### config.mk
export PLATFORM = sky130hd
export DESIGN_NAME = watchdog_timer
export DESIGN_NICKNAME = d
export VERILOG_FILES = /design/src/watchdog_pkg.sv /design/src/machine_cycle_gen.sv /design/src/watchdog_timer.sv
export SDC_FILE = /design/constraint.sdc
export NUM_CORES = 1
export LEC_CHECK = 0
export CORE_ASPECT_RATIO = 1.4
export CORE_MARGIN = 8
export CORE_UTILIZATION = 44
export CTS_CLUSTER_DIAMETER = 100
export CTS_CLUSTER_SIZE = 30
export DETAILED_ROUTE_END_ITERATION = 10
export DONT_BUFFER_PORTS = 1
export PLACE_DENSITY = 0.71
export SETUP_SLACK_MARGIN = 0.3
export SYNTH_ARGS = -nofsm -noshare
export SYNTH_HDL_FRONTEND = slang
export SYNTH_SLANG_ARGS = --single-unit
### constraint.sdc
create_clock -name ref_clk_in -period 5.8 [get_ports ref_clk_in]
set_input_delay 1.74 -clock ref_clk_in [delete_from_list [all_inputs] [get_ports ref_clk_in]]
set_output_delay 1.74 -clock ref_clk_in [all_outputs]
set_load 0.01 [all_outputs]
### src/watchdog_pkg.sv
// Package with the watchdog register map, reset values and timing constants.
package watchdog_pkg;
  localparam logic [7:0] RELOAD_UPPER_BYTE_ADDR = 8'hA6;
  localparam logic [7:0] ENABLE_KEY_ADDR = 8'hAE;
  localparam logic [7:0] KEY_DISABLE_VALUE = 8'h55;
  localparam logic [7:0] RELOAD_RESET_VALUE = 8'h00;
  localparam int COUNT_WIDTH = 24;
  localparam logic [23:0] COUNT_RESET_VALUE = 24'h000000;
  localparam logic [23:0] COUNT_ALL_ONES = 24'hFFFFFF;
  localparam logic [15:0] COUNT_LOW_CLEAR = 16'h0000;
  localparam int BUS_CFG_WIDTH = 4;
  localparam int MCYCLE_CNT_WIDTH = 4;
  localparam logic [3:0] MCYCLE_DEFAULT_CLOCKS = 4'h4;
endpackage

### src/machine_cycle_gen.sv
// Machine cycle tick generator: one pulse at the end of each processor machine cycle.
`timescale 1ns/1ns
`default_nettype none
module machine_cycle_gen
  import watchdog_pkg::*;
(
  input wire logic ref_clk_in,
  input wire logic srst_in,
  input wire logic run_in,
  input wire logic [BUS_CFG_WIDTH-1:0] bus_cycle_config_in,
  input wire logic mem_transfer_in,
  input wire logic prefetch_branch_cache_stall_in,
  output logic tick_out
);
  logic [MCYCLE_CNT_WIDTH-1:0] phase_ff;
  logic [MCYCLE_CNT_WIDTH-1:0] nxt_phase;
  logic [MCYCLE_CNT_WIDTH-1:0] cycle_len;
  logic long_bus;
  logic at_end;
  logic nxt_tick;

  assign long_bus = mem_transfer_in && (bus_cycle_config_in > MCYCLE_DEFAULT_CLOCKS);
  assign cycle_len = long_bus ? bus_cycle_config_in : MCYCLE_DEFAULT_CLOCKS;
  assign at_end = (phase_ff >= cycle_len - 4'h1);
  // A stall holds the cycle open at its last clock, so the tick slips with it.
  assign nxt_tick = run_in && at_end && !prefetch_branch_cache_stall_in;
  assign nxt_phase = !run_in ? '0 : (nxt_tick ? '0 : (at_end ? phase_ff : phase_ff + 4'h1));

  always_ff @(posedge ref_clk_in) begin
    if (srst_in) begin
      phase_ff <= '0;
      tick_out <= 1'b0;
    end else begin
      phase_ff <= nxt_phase;
      tick_out <= nxt_tick;
    end
  end

  property p_min_spacing;
    @(posedge ref_clk_in) disable iff (srst_in)
      tick_out |=> !tick_out [*3];
  endproperty
  a_min_spacing: assert property (p_min_spacing) else $error("Machine cycle shorter than 4.");

  property p_stall_blocks;
    @(posedge ref_clk_in) disable iff (srst_in)
      prefetch_branch_cache_stall_in |=> !tick_out;
  endproperty
  a_stall_blocks: assert property (p_stall_blocks) else $error("Tick during a stall.");

  // Judged on the phase, so a transfer that ends mid-cycle does not trip it.
  property p_long_bus;
    @(posedge ref_clk_in) disable iff (srst_in)
      (run_in && mem_transfer_in && bus_cycle_config_in == 4'h6 && phase_ff < 4'h5)
        |=> !tick_out;
  endproperty
  a_long_bus: assert property (p_long_bus) else $error("Long bus cycle not stretched.");
endmodule
`default_nettype wire

### src/watchdog_timer.sv
// Watchdog timer: key and reload registers, 24-bit up-counter, reset request.
//
// What this block does
// - While enabled, counter overflow requests a system reset.
// - After any reset the watchdog stays disabled until firmware enables it.
// - No counting and no reset while idle or power-down.
// - Key 55h disables counting; any other key enables counting.
// - Every reset loads the key register with 55h.
// - Counter is 24 bits wide and cleared to 000000h by reset.
// - Enabled counter increments by one per machine cycle.
// - Overflow past all-ones issues reset and restores key to 55h.
// - Reload write loads upper byte and clears lower 16 bits.
// - Counting resumes upward from the reloaded value.
// - A machine cycle is 4 core clocks by default.
// - Longer memory bus cycles stretch machine cycles with transfers.
// - Prefetch or branch-cache stalls stretch the machine cycle.
// - Time-out is one source of the core and logic-module reset.
`timescale 1ns/1ns
`default_nettype none
module watchdog_timer
  import watchdog_pkg::*;
#(
  parameter int BUS_CFG_W = BUS_CFG_WIDTH,
  // A narrower counter lets a bench reach overflow quickly; silicon keeps the default.
  parameter int CNT_W = COUNT_WIDTH
) (
  input wire logic ref_clk_in,
  input wire logic srst_in,
  input wire logic sfr_wr_in,
  input wire logic [7:0] sfr_addr_in,
  input wire logic [7:0] sfr_wdata_in,
  input wire logic idle_mode_in,
  input wire logic power_down_mode_in,
  input wire logic [BUS_CFG_W-1:0] bus_cycle_config_in,
  input wire logic mem_transfer_in,
  input wire logic prefetch_branch_cache_stall_in,
  output logic wdt_reset_req_out,
  output logic enabled_out,
  output logic [CNT_W-1:0] count_out
);
  // The reload byte always fills the top eight bits; the rest is cleared.
  localparam int LOW_W = CNT_W - 8;
  localparam logic [CNT_W-1:0] CNT_ZERO = CNT_W'(COUNT_RESET_VALUE);
  localparam logic [CNT_W-1:0] CNT_ONES = CNT_W'(COUNT_ALL_ONES);
  localparam logic [CNT_W-1:0] CNT_ONE = CNT_W'(1);
  localparam logic [LOW_W-1:0] LOW_CLEAR = LOW_W'(COUNT_LOW_CLEAR);

  logic [7:0] key_ff;
  logic [7:0] nxt_key;
  logic [CNT_W-1:0] nxt_count;
  // Clocks since the last machine-cycle tick, saturating; only the checks read it.
  logic [MCYCLE_CNT_WIDTH-1:0] gap_ff;
  logic [MCYCLE_CNT_WIDTH-1:0] nxt_gap;
  logic gap_full;
  logic nxt_reset_req;
  logic active;
  logic enabled;
  logic counting;
  logic tick;
  logic key_wr;
  logic reload_wr;
  logic overflow;

  assign key_wr = sfr_wr_in && (sfr_addr_in == ENABLE_KEY_ADDR);
  assign reload_wr = sfr_wr_in && (sfr_addr_in == RELOAD_UPPER_BYTE_ADDR);
  assign active = !idle_mode_in && !power_down_mode_in;
  assign enabled = (key_ff != KEY_DISABLE_VALUE);
  assign counting = enabled && active && tick;
  // Overflow is the increment out of all-ones; a reload in the same cycle rescues it.
  assign overflow = counting && !reload_wr && (count_out == CNT_ONES);
  assign nxt_reset_req = overflow;
  // Overflow beats a simultaneous key write so the unit always ends disabled.
  assign nxt_key = overflow ? KEY_DISABLE_VALUE : (key_wr ? sfr_wdata_in : key_ff);
  assign nxt_count = reload_wr ? {sfr_wdata_in, LOW_CLEAR}
                   : (counting ? count_out + CNT_ONE : count_out);
  assign gap_full = (gap_ff == {MCYCLE_CNT_WIDTH{1'b1}});
  assign nxt_gap = tick ? '0 : (gap_full ? gap_ff : gap_ff + 4'h1);

  // The machine cycle generator runs only while the core is awake.
  machine_cycle_gen u_mcycle (
    .ref_clk_in(ref_clk_in),
    .srst_in(srst_in),
    .run_in(active),
    .bus_cycle_config_in(bus_cycle_config_in[BUS_CFG_WIDTH-1:0]),
    .mem_transfer_in(mem_transfer_in),
    .prefetch_branch_cache_stall_in(prefetch_branch_cache_stall_in),
    .tick_out(tick)
  );

  always_ff @(posedge ref_clk_in) begin
    if (srst_in) begin
      key_ff <= KEY_DISABLE_VALUE;
      count_out <= CNT_ZERO;
      wdt_reset_req_out <= 1'b0;
      enabled_out <= 1'b0;
    end else begin
      key_ff <= nxt_key;
      count_out <= nxt_count;
      wdt_reset_req_out <= nxt_reset_req;
      enabled_out <= (nxt_key != KEY_DISABLE_VALUE);
    end
  end

  always_ff @(posedge ref_clk_in) begin
    if (srst_in) begin
      gap_ff <= '0;
    end else begin
      gap_ff <= nxt_gap;
    end
  end

  property p_overflow_resets;
    @(posedge ref_clk_in) disable iff (srst_in)
      overflow |=> wdt_reset_req_out && count_out == CNT_ZERO;
  endproperty
  a_overflow_resets: assert property (p_overflow_resets) else $error("Overflow gave no reset.");

  property p_req_cause;
    @(posedge ref_clk_in) disable iff (srst_in)
      $rose(wdt_reset_req_out) |-> $past(enabled && active && tick);
  endproperty
  a_req_cause: assert property (p_req_cause) else $error("Reset request without cause.");

  property p_reset_state;
    @(posedge ref_clk_in)
      srst_in |=> key_ff == KEY_DISABLE_VALUE && count_out == CNT_ZERO && !enabled_out;
  endproperty
  a_reset_state: assert property (p_reset_state) else $error("Bad state after reset.");

  property p_sleep_quiet;
    @(posedge ref_clk_in) disable iff (srst_in)
      (!active && !reload_wr) |=> $stable(count_out) && !wdt_reset_req_out;
  endproperty
  a_sleep_quiet: assert property (p_sleep_quiet) else $error("Watchdog active in low power.");

  property p_disabled_holds;
    @(posedge ref_clk_in) disable iff (srst_in)
      (key_ff == KEY_DISABLE_VALUE && !reload_wr) |=> $stable(count_out);
  endproperty
  a_disabled_holds: assert property (p_disabled_holds) else $error("Counted while disabled.");

  property p_increment;
    @(posedge ref_clk_in) disable iff (srst_in)
      (counting && !reload_wr) |=> count_out == $past(count_out) + CNT_ONE;
  endproperty
  a_increment: assert property (p_increment) else $error("Count did not step by one.");

  property p_self_disable;
    @(posedge ref_clk_in) disable iff (srst_in)
      overflow |=> !enabled_out ##1 $stable(count_out) || $past(reload_wr);
  endproperty
  a_self_disable: assert property (p_self_disable) else $error("Key not restored on overflow.");

  property p_reload;
    @(posedge ref_clk_in) disable iff (srst_in)
      reload_wr |=> count_out == {$past(sfr_wdata_in), LOW_CLEAR};
  endproperty
  a_reload: assert property (p_reload) else $error("Reload value not loaded.");

  property p_pulse;
    @(posedge ref_clk_in) disable iff (srst_in)
      wdt_reset_req_out |=> !wdt_reset_req_out;
  endproperty
  a_pulse: assert property (p_pulse) else $error("Reset request not a single pulse.");

  property p_key_enable;
    @(posedge ref_clk_in) disable iff (srst_in)
      (key_wr && sfr_wdata_in != KEY_DISABLE_VALUE && !overflow) |=> enabled_out;
  endproperty
  a_key_enable: assert property (p_key_enable) else $error("Key write did not enable.");

  property p_key_disable;
    @(posedge ref_clk_in) disable iff (srst_in)
      (key_wr && sfr_wdata_in == KEY_DISABLE_VALUE) |=> !enabled_out;
  endproperty
  a_key_disable: assert property (p_key_disable) else $error("Key write did not disable.");

  property p_no_req_disabled;
    @(posedge ref_clk_in) disable iff (srst_in)
      !enabled |=> !wdt_reset_req_out;
  endproperty
  a_no_req_disabled: assert property (p_no_req_disabled) else $error("Request while off.");

  property p_reload_rescues;
    @(posedge ref_clk_in) disable iff (srst_in)
      reload_wr |=> !wdt_reset_req_out;
  endproperty
  a_reload_rescues: assert property (p_reload_rescues) else $error("Reload did not rescue.");

  property p_hold_between;
    @(posedge ref_clk_in) disable iff (srst_in)
      (!counting && !reload_wr) |=> $stable(count_out);
  endproperty
  a_hold_between: assert property (p_hold_between) else $error("Count moved off a tick.");

  property p_req_zero_count;
    @(posedge ref_clk_in) disable iff (srst_in)
      wdt_reset_req_out |-> count_out == CNT_ZERO;
  endproperty
  a_req_zero_count: assert property (p_req_zero_count) else $error("Count not wrapped.");

  // Ticks closer than a default machine cycle would make the time-out too short.
  property p_tick_spacing;
    @(posedge ref_clk_in) disable iff (srst_in)
      tick |-> gap_ff >= MCYCLE_DEFAULT_CLOCKS - 4'h1;
  endproperty
  a_tick_spacing: assert property (p_tick_spacing) else $error("Machine cycle too short.");
endmodule
`default_nettype wire

==> results of run 1 <==
## cell usage in the layout, fill, tap and decap left out, types with 2 or more instances in the layout
cell type  count
a211oi_1       7
a21oi_1        5
and2_1         2
and3_1         2
and4_1         2
clkbuf_8       5
dfxtp_1       39
ha_1           7
inv_1          3
mux2i_1        9
nand2_1       20
nand2b_1       4
nand3_1       13
nand4_1        5
nand4b_1       2
nor2_1        34
nor2b_1        2
nor3_1         7
nor4_1         9
o21a_1         3
o21ai_0        2
or3_1          2
xnor2_1       19
xor2_1         5
## flip-flops by register name (all words and copies together) (netlist names)
signal             count
u_mcycle.tick_out      1
key_ff                 8
enabled_out            1
wdt_reset_req_out      1
u_mcycle.phase_ff      4
count_out             24
## final timing paths
path         cells past startpoint      startpoint       endpoint
max reg2reg                      5       key_ff[7]  count_out[17]
max                              5  sfr_addr_in[4]  count_out[21]
min reg2reg                      2       key_ff[6]      key_ff[6]
min                              2       key_ff[6]      key_ff[6]
## layer usage
metal,global-route usage (%),share of wire [%]
met3,5.32,8.8
met1,14.8,40
met5,0,0
met4,5.70,1.9
met2,23.1,49
## power breakdown
group	total [µW]	switching, µW	internal (µW)
combinational	15.9	9.25	6.61
sequential	269	0.719	268
clock	229	101	128
## per-stage QoR
step                instance area, µm²  std cells  hold WS, ns  utilization [%]
CTS                               2160        287        0.488             48.3
floorplan                         2000        224        0.436                -
global placement                  2040        279        0.457             45.8
detailed placement                2040        279        0.470             45.8
global route                      2160        287        0.512             48.3
finish                            2160        287        0.495             48.3
## cell type report
type	instances	area (µm²)
clock inverters	3	43.8
fillers	455	2310
clock buffers	5	68.8
well taps	62	77.6
multi-input cells	175	1170
flip-flops and latches	39	781
inverters	3	11.3
## logic make-up after synthesis
kind of cell	Yosys count
buf+inv	10
compound gates	25
mux	9
flops	39
simple gates	110
xor+xnor	24
fa+ha+maj	7
## critical path, cell delays in order
cell and delay [ns]:
nand4b_1 0.14, nor4_1 0.31, nand2b_1 0.41, nand2b_1 0.66, o22ai_1 0.18
==> reports/qor_table.md, run 1 <==
| Item | This run |
| --- | --- |
| Mux contribution to synthesized area | 4.50% |
| Most frequent cells after synthesis | dfxtp_1, nor2_1, nand2_1 |
| First-pass detailed-route iteration total | 4 |
| Worst hold-check path type | flip-flop to flip-flop |
| Clock slew at the register clock pins of the worst setup and hold paths | 0.08 ns |
| Combined global-route utilization of all metal layers | 13.6% |
| Count of buffers added by post-CTS timing repair for setup | 0 |
| Antenna Diode Count | 0 |
| Run status | complete, no violations |
| Antenna-violating nets left | 0 |
| Post-Synthesis Net Count | 258 |
| Accumulated negative setup slack | 0 ns |
| Post-route DRC violation count | 0 |
| Number of global-route vias before repair | 1537 |
| Design Power | 513 µW |
| Final period utilization | 56.8% |
| Synth unique cells | 40 |
| Power density cells | 238 nW/µm² |
| Number of synthesized flops with an enable pin | 0 |
| Fmax | 303 MHz |
| Starting Density | 44.9% |
| Number of endpoints failing setup at the final stage | 0 |
| Detailed router's first-iteration violation count | 65 |
| Number of H-tree branching levels | 2 |
| Boundary Pins | 53 |
| Instance count of the mapped netlist | 224 |
| Pin count of the biggest net entering global routing | 19 |
| Initial antenna violation count | 0 |
| Number of slew-limit violations in the final report | 0 |
| Number of warnings issued by yosys | 0 |
| Pre-CTS worst setup slack | 2.15 ns |
| Post-synth design cell area | 2000 µm² |
| Number of storage elements in the synthesis netlist | 39 |
| Clock insertion delay at the later pin of the skew report | 0.29 ns |
| Time the final worst path needs with I/O delays and setup | 3.30 ns |
| Number of buffers created by CTS | 5 |
| Total Routed Length | 4.61 mm |
| Congestion Overflow GR | 0 |
| Worst setup skew after layout | 0.00358 ns |
| Max_cap viols | 0 |
| WL/cell | 16.0 µm |
| Vias | 1613 |
| Peak supply drop | 0.139 mV |
| Critical path type | primary input to flip-flop |
| Area of the placeable core | 4460 µm² |
| XOR/XNOR share of the synthesized area | 10.5% |
| Number of rows in the core area | 29 |
| Layout Nets | 258 |
| Die footprint | 7000 µm² |
| Cell types occupying the most area after synthesis | dfxtp_1, xnor2_1, nor2_1 |
| First-pass GRT wire length | 7.49 mm |
| Post-CTS Hold Buffers | 0 |
| Ys async rst share | 0% |
| Sink count of the clock tree | 39 |
| Worst EP required | 5.96 ns |
| Post-Syn Area per Cell | 8.94 µm² |
| Clock tree from TritonCTS | yes |
| Setup slack on the worst flop-to-flop path | 3.68 ns |
| Area delta synth->final | 7.68% |
| Primary flip-flop cell chosen by synthesis mapping | dfxtp_1 |
| Crit path DAT | 3.45 ns |
| Proportion of layout cells with a drive suffix above 1 | 7.11% |
| Die Wd | 73.0 µm |
| Clock Tree Root | clkbuf_8 |
| Combinational family with the most area after synthesis | simple AND/OR/NAND/NOR gates |
| Adder-cell share of the synthesized area | 4.37% |
| HPWL after DPL | 3.46 mm |
| Worst rel slew slack | 54.4% |
| Critical path launch point type | primary input |
| Final worst setup slack | 2.50 ns |
| Leakage Power | 0.000782 µW |
| Max Root-Sink Buffers | 2 |
| Number of port buffers | 0 |
| Crit path capture type | flip-flop |
| Via-per-instance ratio | 5.62 |
| Post-synth top area share | 39.0% |
| Hold Vio Cnt, Final | 0 |
| Part of the Yosys area used for sequential elements | 39.0% |
| Compound-cell area share of the yosys netlist | 10.4% |
| Routability congestion estimate | 0.742 |
| Top cell type by total area after synthesis | dfxtp_1 |
| Y dimension of the die | 95.8 µm |
| Post-Synth Simple-Gate Area | 28.9% |
| Transition time at the pin with the least slew margin | 0.684 ns |
| Resized cells post-CTS | 0 |
| Unrepaired setup endpoints after global routing | false |
| Library cell with the highest instance count after synthesis | dfxtp_1 |
| Highest fanout seen on the critical path | 18 |
Power figures use the tool's default switching activity.
==> inputs of run 2 (changes only) <==
--- a/config.mk
+++ b/config.mk
@@ -12,7 +12,7 @@
 export CTS_CLUSTER_SIZE = 30
 export DETAILED_ROUTE_END_ITERATION = 10
 export DONT_BUFFER_PORTS = 1
-export PLACE_DENSITY = 0.71
+export PLACE_DENSITY = 0.73
 export SETUP_SLACK_MARGIN = 0.3
 export SYNTH_ARGS = -nofsm -noshare
 export SYNTH_HDL_FRONTEND = slang
==> constraint.sdc (replaced) <==
create_clock -name ref_clk_in -period 2.9 [get_ports ref_clk_in]
set_input_delay 0.87 -clock ref_clk_in [delete_from_list [all_inputs] [get_ports ref_clk_in]]
set_output_delay 0.87 -clock ref_clk_in [all_outputs]
set_load 0.01 [all_outputs]
==> reports/qor_table.md, run 2 (synthesized netlist as in run 1, its figures left out) <==
| Item | This run | Change |
| --- | --- | --- |
| Accumulated negative setup slack | 0 ns | unchanged |
| Post-route DRC violation count | 0 | unchanged |
| Y dimension of the die | 95.8 µm | unchanged |
| Number of H-tree branching levels | 2 | unchanged |
| Critical path launch point type | primary input |  |
| Net Switching | 202 µW | +83% |
| Pre-CTS worst setup slack | 0.314 ns | -1.83 ns |
| Antenna Diode Count | 0 | unchanged |
| Number of port buffers | 0 | unchanged |
| Peak supply drop | 0.226 mV | +63% |
| Combined global-route utilization of all metal layers | 13.1% | -0.50 points |
| Clock insertion delay at the later pin of the skew report | 0.29 ns | about the same |
| Switching fraction of total power | 21.9% | +0.38 points |
| Area of the placeable core | 4460 µm² | unchanged |
| Run status | complete, no violations |  |
| Hold Path End | key_ff[6] |  |
| Area delta synth->final | 6.87% |  |
| HPWL after DPL | 3.42 mm | -1.1% |
| Most frequent standard cell in the layout excluding fill and tap cells | dfxtp_1 |  |
| Hold Vio Cnt, Final | 0 | unchanged |
| Number of buffers created by CTS | 5 | unchanged |
| Worst R2R Start | key_ff[7] |  |
| Clock slew at the register clock pins of the worst setup and hold paths | 0.07 ns | about the same |
| Initial antenna violation count | 0 | unchanged |
| Count of buffers added by post-CTS timing repair for setup | 0 | unchanged |
| Antenna-violating nets left | 0 | unchanged |
| Number of rows in the core area | 29 | unchanged |
| Highest fanout seen on the critical path | 5 | -13 |
| Critical path type | primary input to flip-flop |  |
| Int Pwr | 719 µW | +79% |
| Filler cells | 455 | unchanged |
| Worst R2R End | count_out[17] |  |
| Vias | 1552 | -3.8% |
| Layout Nets | 260 | +0.78% |
| First-pass detailed-route iteration total | 4 | unchanged |
| Flip-flop count of the largest register after layout | 24 | unchanged |
| Number of global-route vias before repair | 1541 | +0.26% |
| Clock Tree Root | clkbuf_8 |  |
| Worst reg2reg path depth | 5 | unchanged |
| Crit path DAT | 2.50 ns | -0.95 ns |
| Crit path capture type | flip-flop |  |
| Die footprint | 7000 µm² | unchanged |
| Worst hold-check path type | flip-flop to flip-flop |  |
| Unrepaired setup endpoints after global routing | false |  |
| Sequential cell fraction of total power | 58.4% | +6.0 points |
| Final period utilization | 78.4% |  |
| Biggest register | count_out |  |
| Number of slew-limit violations in the final report | 0 | unchanged |
| First-pass GRT wire length | 7.27 mm | -2.9% |
| Max_cap viols | 0 | unchanged |
| Via-per-instance ratio | 5.37 | -4.4% |
| Die Wd | 73.0 µm | unchanged |
| Routability congestion estimate | 0.821 | +11% |
| Pin count of the biggest net entering global routing | 16 | -3 |
| Final worst setup slack | 0.626 ns | -1.88 ns |
| Hold Crit Start | key_ff[6] |  |
| Sink count of the clock tree | 39 | unchanged |
| Worst setup skew after layout | 0.00478 ns | +0.00121 ns |
| Setup slack on the worst flop-to-flop path | 0.83 ns | -2.85 ns |
| Detailed router's first-iteration violation count | 29 | -55% |
| Hold-critical path depth | 2 | unchanged |
| Fmax | 440 MHz |  |
| Worst rel slew slack | 65.8% | +11 points |
| Congestion Overflow GR | 0 | unchanged |
| Commonest cells after routing, fill and taps aside | dfxtp_1, nor2_1, nand2_1 |  |
| Resized cells post-CTS | 0 | unchanged |
| Number of endpoints failing setup at the final stage | 0 | unchanged |
| Registers with the highest flip-flop counts | count_out x24, key_ff x8, u_mcycle.phase_ff x4 |  |
| Proportion of power drawn by the clock network | 38.1% | -6.4 points |
| Power density cells | 430 nW/µm² | +81% |
| Part of the total power dissipated in combinational logic | 3.5% | +0.4 points |
| Max Root-Sink Buffers | 2 | unchanged |
| Worst EP required | 3.12 ns | -2.84 ns |
| Total Routed Length | 4.40 mm | -4.4% |
| Transition time at the pin with the least slew margin | 0.511 ns | -0.173 ns |
| Proportion of layout cells with a drive suffix above 1 | 7.05% | -0.063 points |
| Time the final worst path needs with I/O delays and setup | 2.27 ns |  |
| Critical path launch point | bus_cycle_config_in[3] |  |
| WL/cell | 15.2 µm | -5.1% |
| Boundary Pins | 53 | unchanged |
| Leakage Power | 0.000775 µW | -0.89% |
| Share of the core filled with cells | 48.0% | -0.36 points |
| Post-CTS Hold Buffers | 0 | unchanged |
| Worst hold slack | 0.480 ns | -0.0155 ns |
| Clock tree from TritonCTS | yes |  |
| Starting Density | 44.9% | unchanged |
==> run 2: cell count changes in the layout (fill, tap and decap cells not counted), sizes merged <==
| cell | change |
|---|---|
| buf | +2 |
| clkinv | -1 |
| bufinv | -1 |
| clkbuf | +2 |
==> run 2: how the worst max path moves through the flow <==
stage | end | slack [ns] | cells past startpoint
after floorplan | u_mcycle.phase_ff[3] | 0.42 | 8
after global placement | u_mcycle.phase_ff[3] | 0.36 | 8
final | u_mcycle.phase_ff[3] | 0.63 | 8
after global routing | u_mcycle.phase_ff[3] | 0.54 | 8
after detailed placement | u_mcycle.phase_ff[3] | 0.31 | 8
after CTS | u_mcycle.phase_ff[3] | 0.62 | 8
==> run 2: cell type report <==
type,count,area [µm²],area share (%)
Inverter,3,11.3,0.526
Clock buffer,7,76.3,3.57
Clock inverter,1,5.00,0.234
Sequential cell,39,781,36.5
Timing Repair Buffer,2,15.0,0.701
Multi-Input combinational cell,175,1170,54.9
Tap cell,62,77.6,3.62
==> run 2: metal layers <==
metal	GRT usage [%]	routed length (µm)	up-vias
li1	-	-	798
met1	13.0	1670	711
met2	23.4	2250	37
met3	6.15	423	6
met4	4.52	58	0
met5	0	0	-
==> run 2: stage by stage <==
step	cell area [µm²]	power (µW)	instances
after global placement	2060	583	281
after CTS	2140	936	289
after detailed placement	2060	583	281
after floorplan	2000	579	224
after global routing	2140	963	289
final	2140	921	289
==> run 2: critical path, stage by stage <==
cell and delay [ns]:
o21a_1 0.17, nand2_1 0.08, ha_1 0.23, ha_1 0.27, a21oi_1 0.15, o21ai_0 0.20
or3_1 0.38, a31oi_1 0.13
==> run 2: power groups by stage <==
| stage | combinational, µW | sequential [µW] | clock (µW) |
|---|---|---|---|
| after global placement | 32.3 | 550 | 0 |
| final | 32.7 | 538 | 351 |
| after detailed placement | 32.9 | 551 | 0 |
| after global routing | 38.0 | 538 | 387 |
| after floorplan | 28.8 | 550 | 0 |
| after CTS | 33.2 | 538 | 365 |
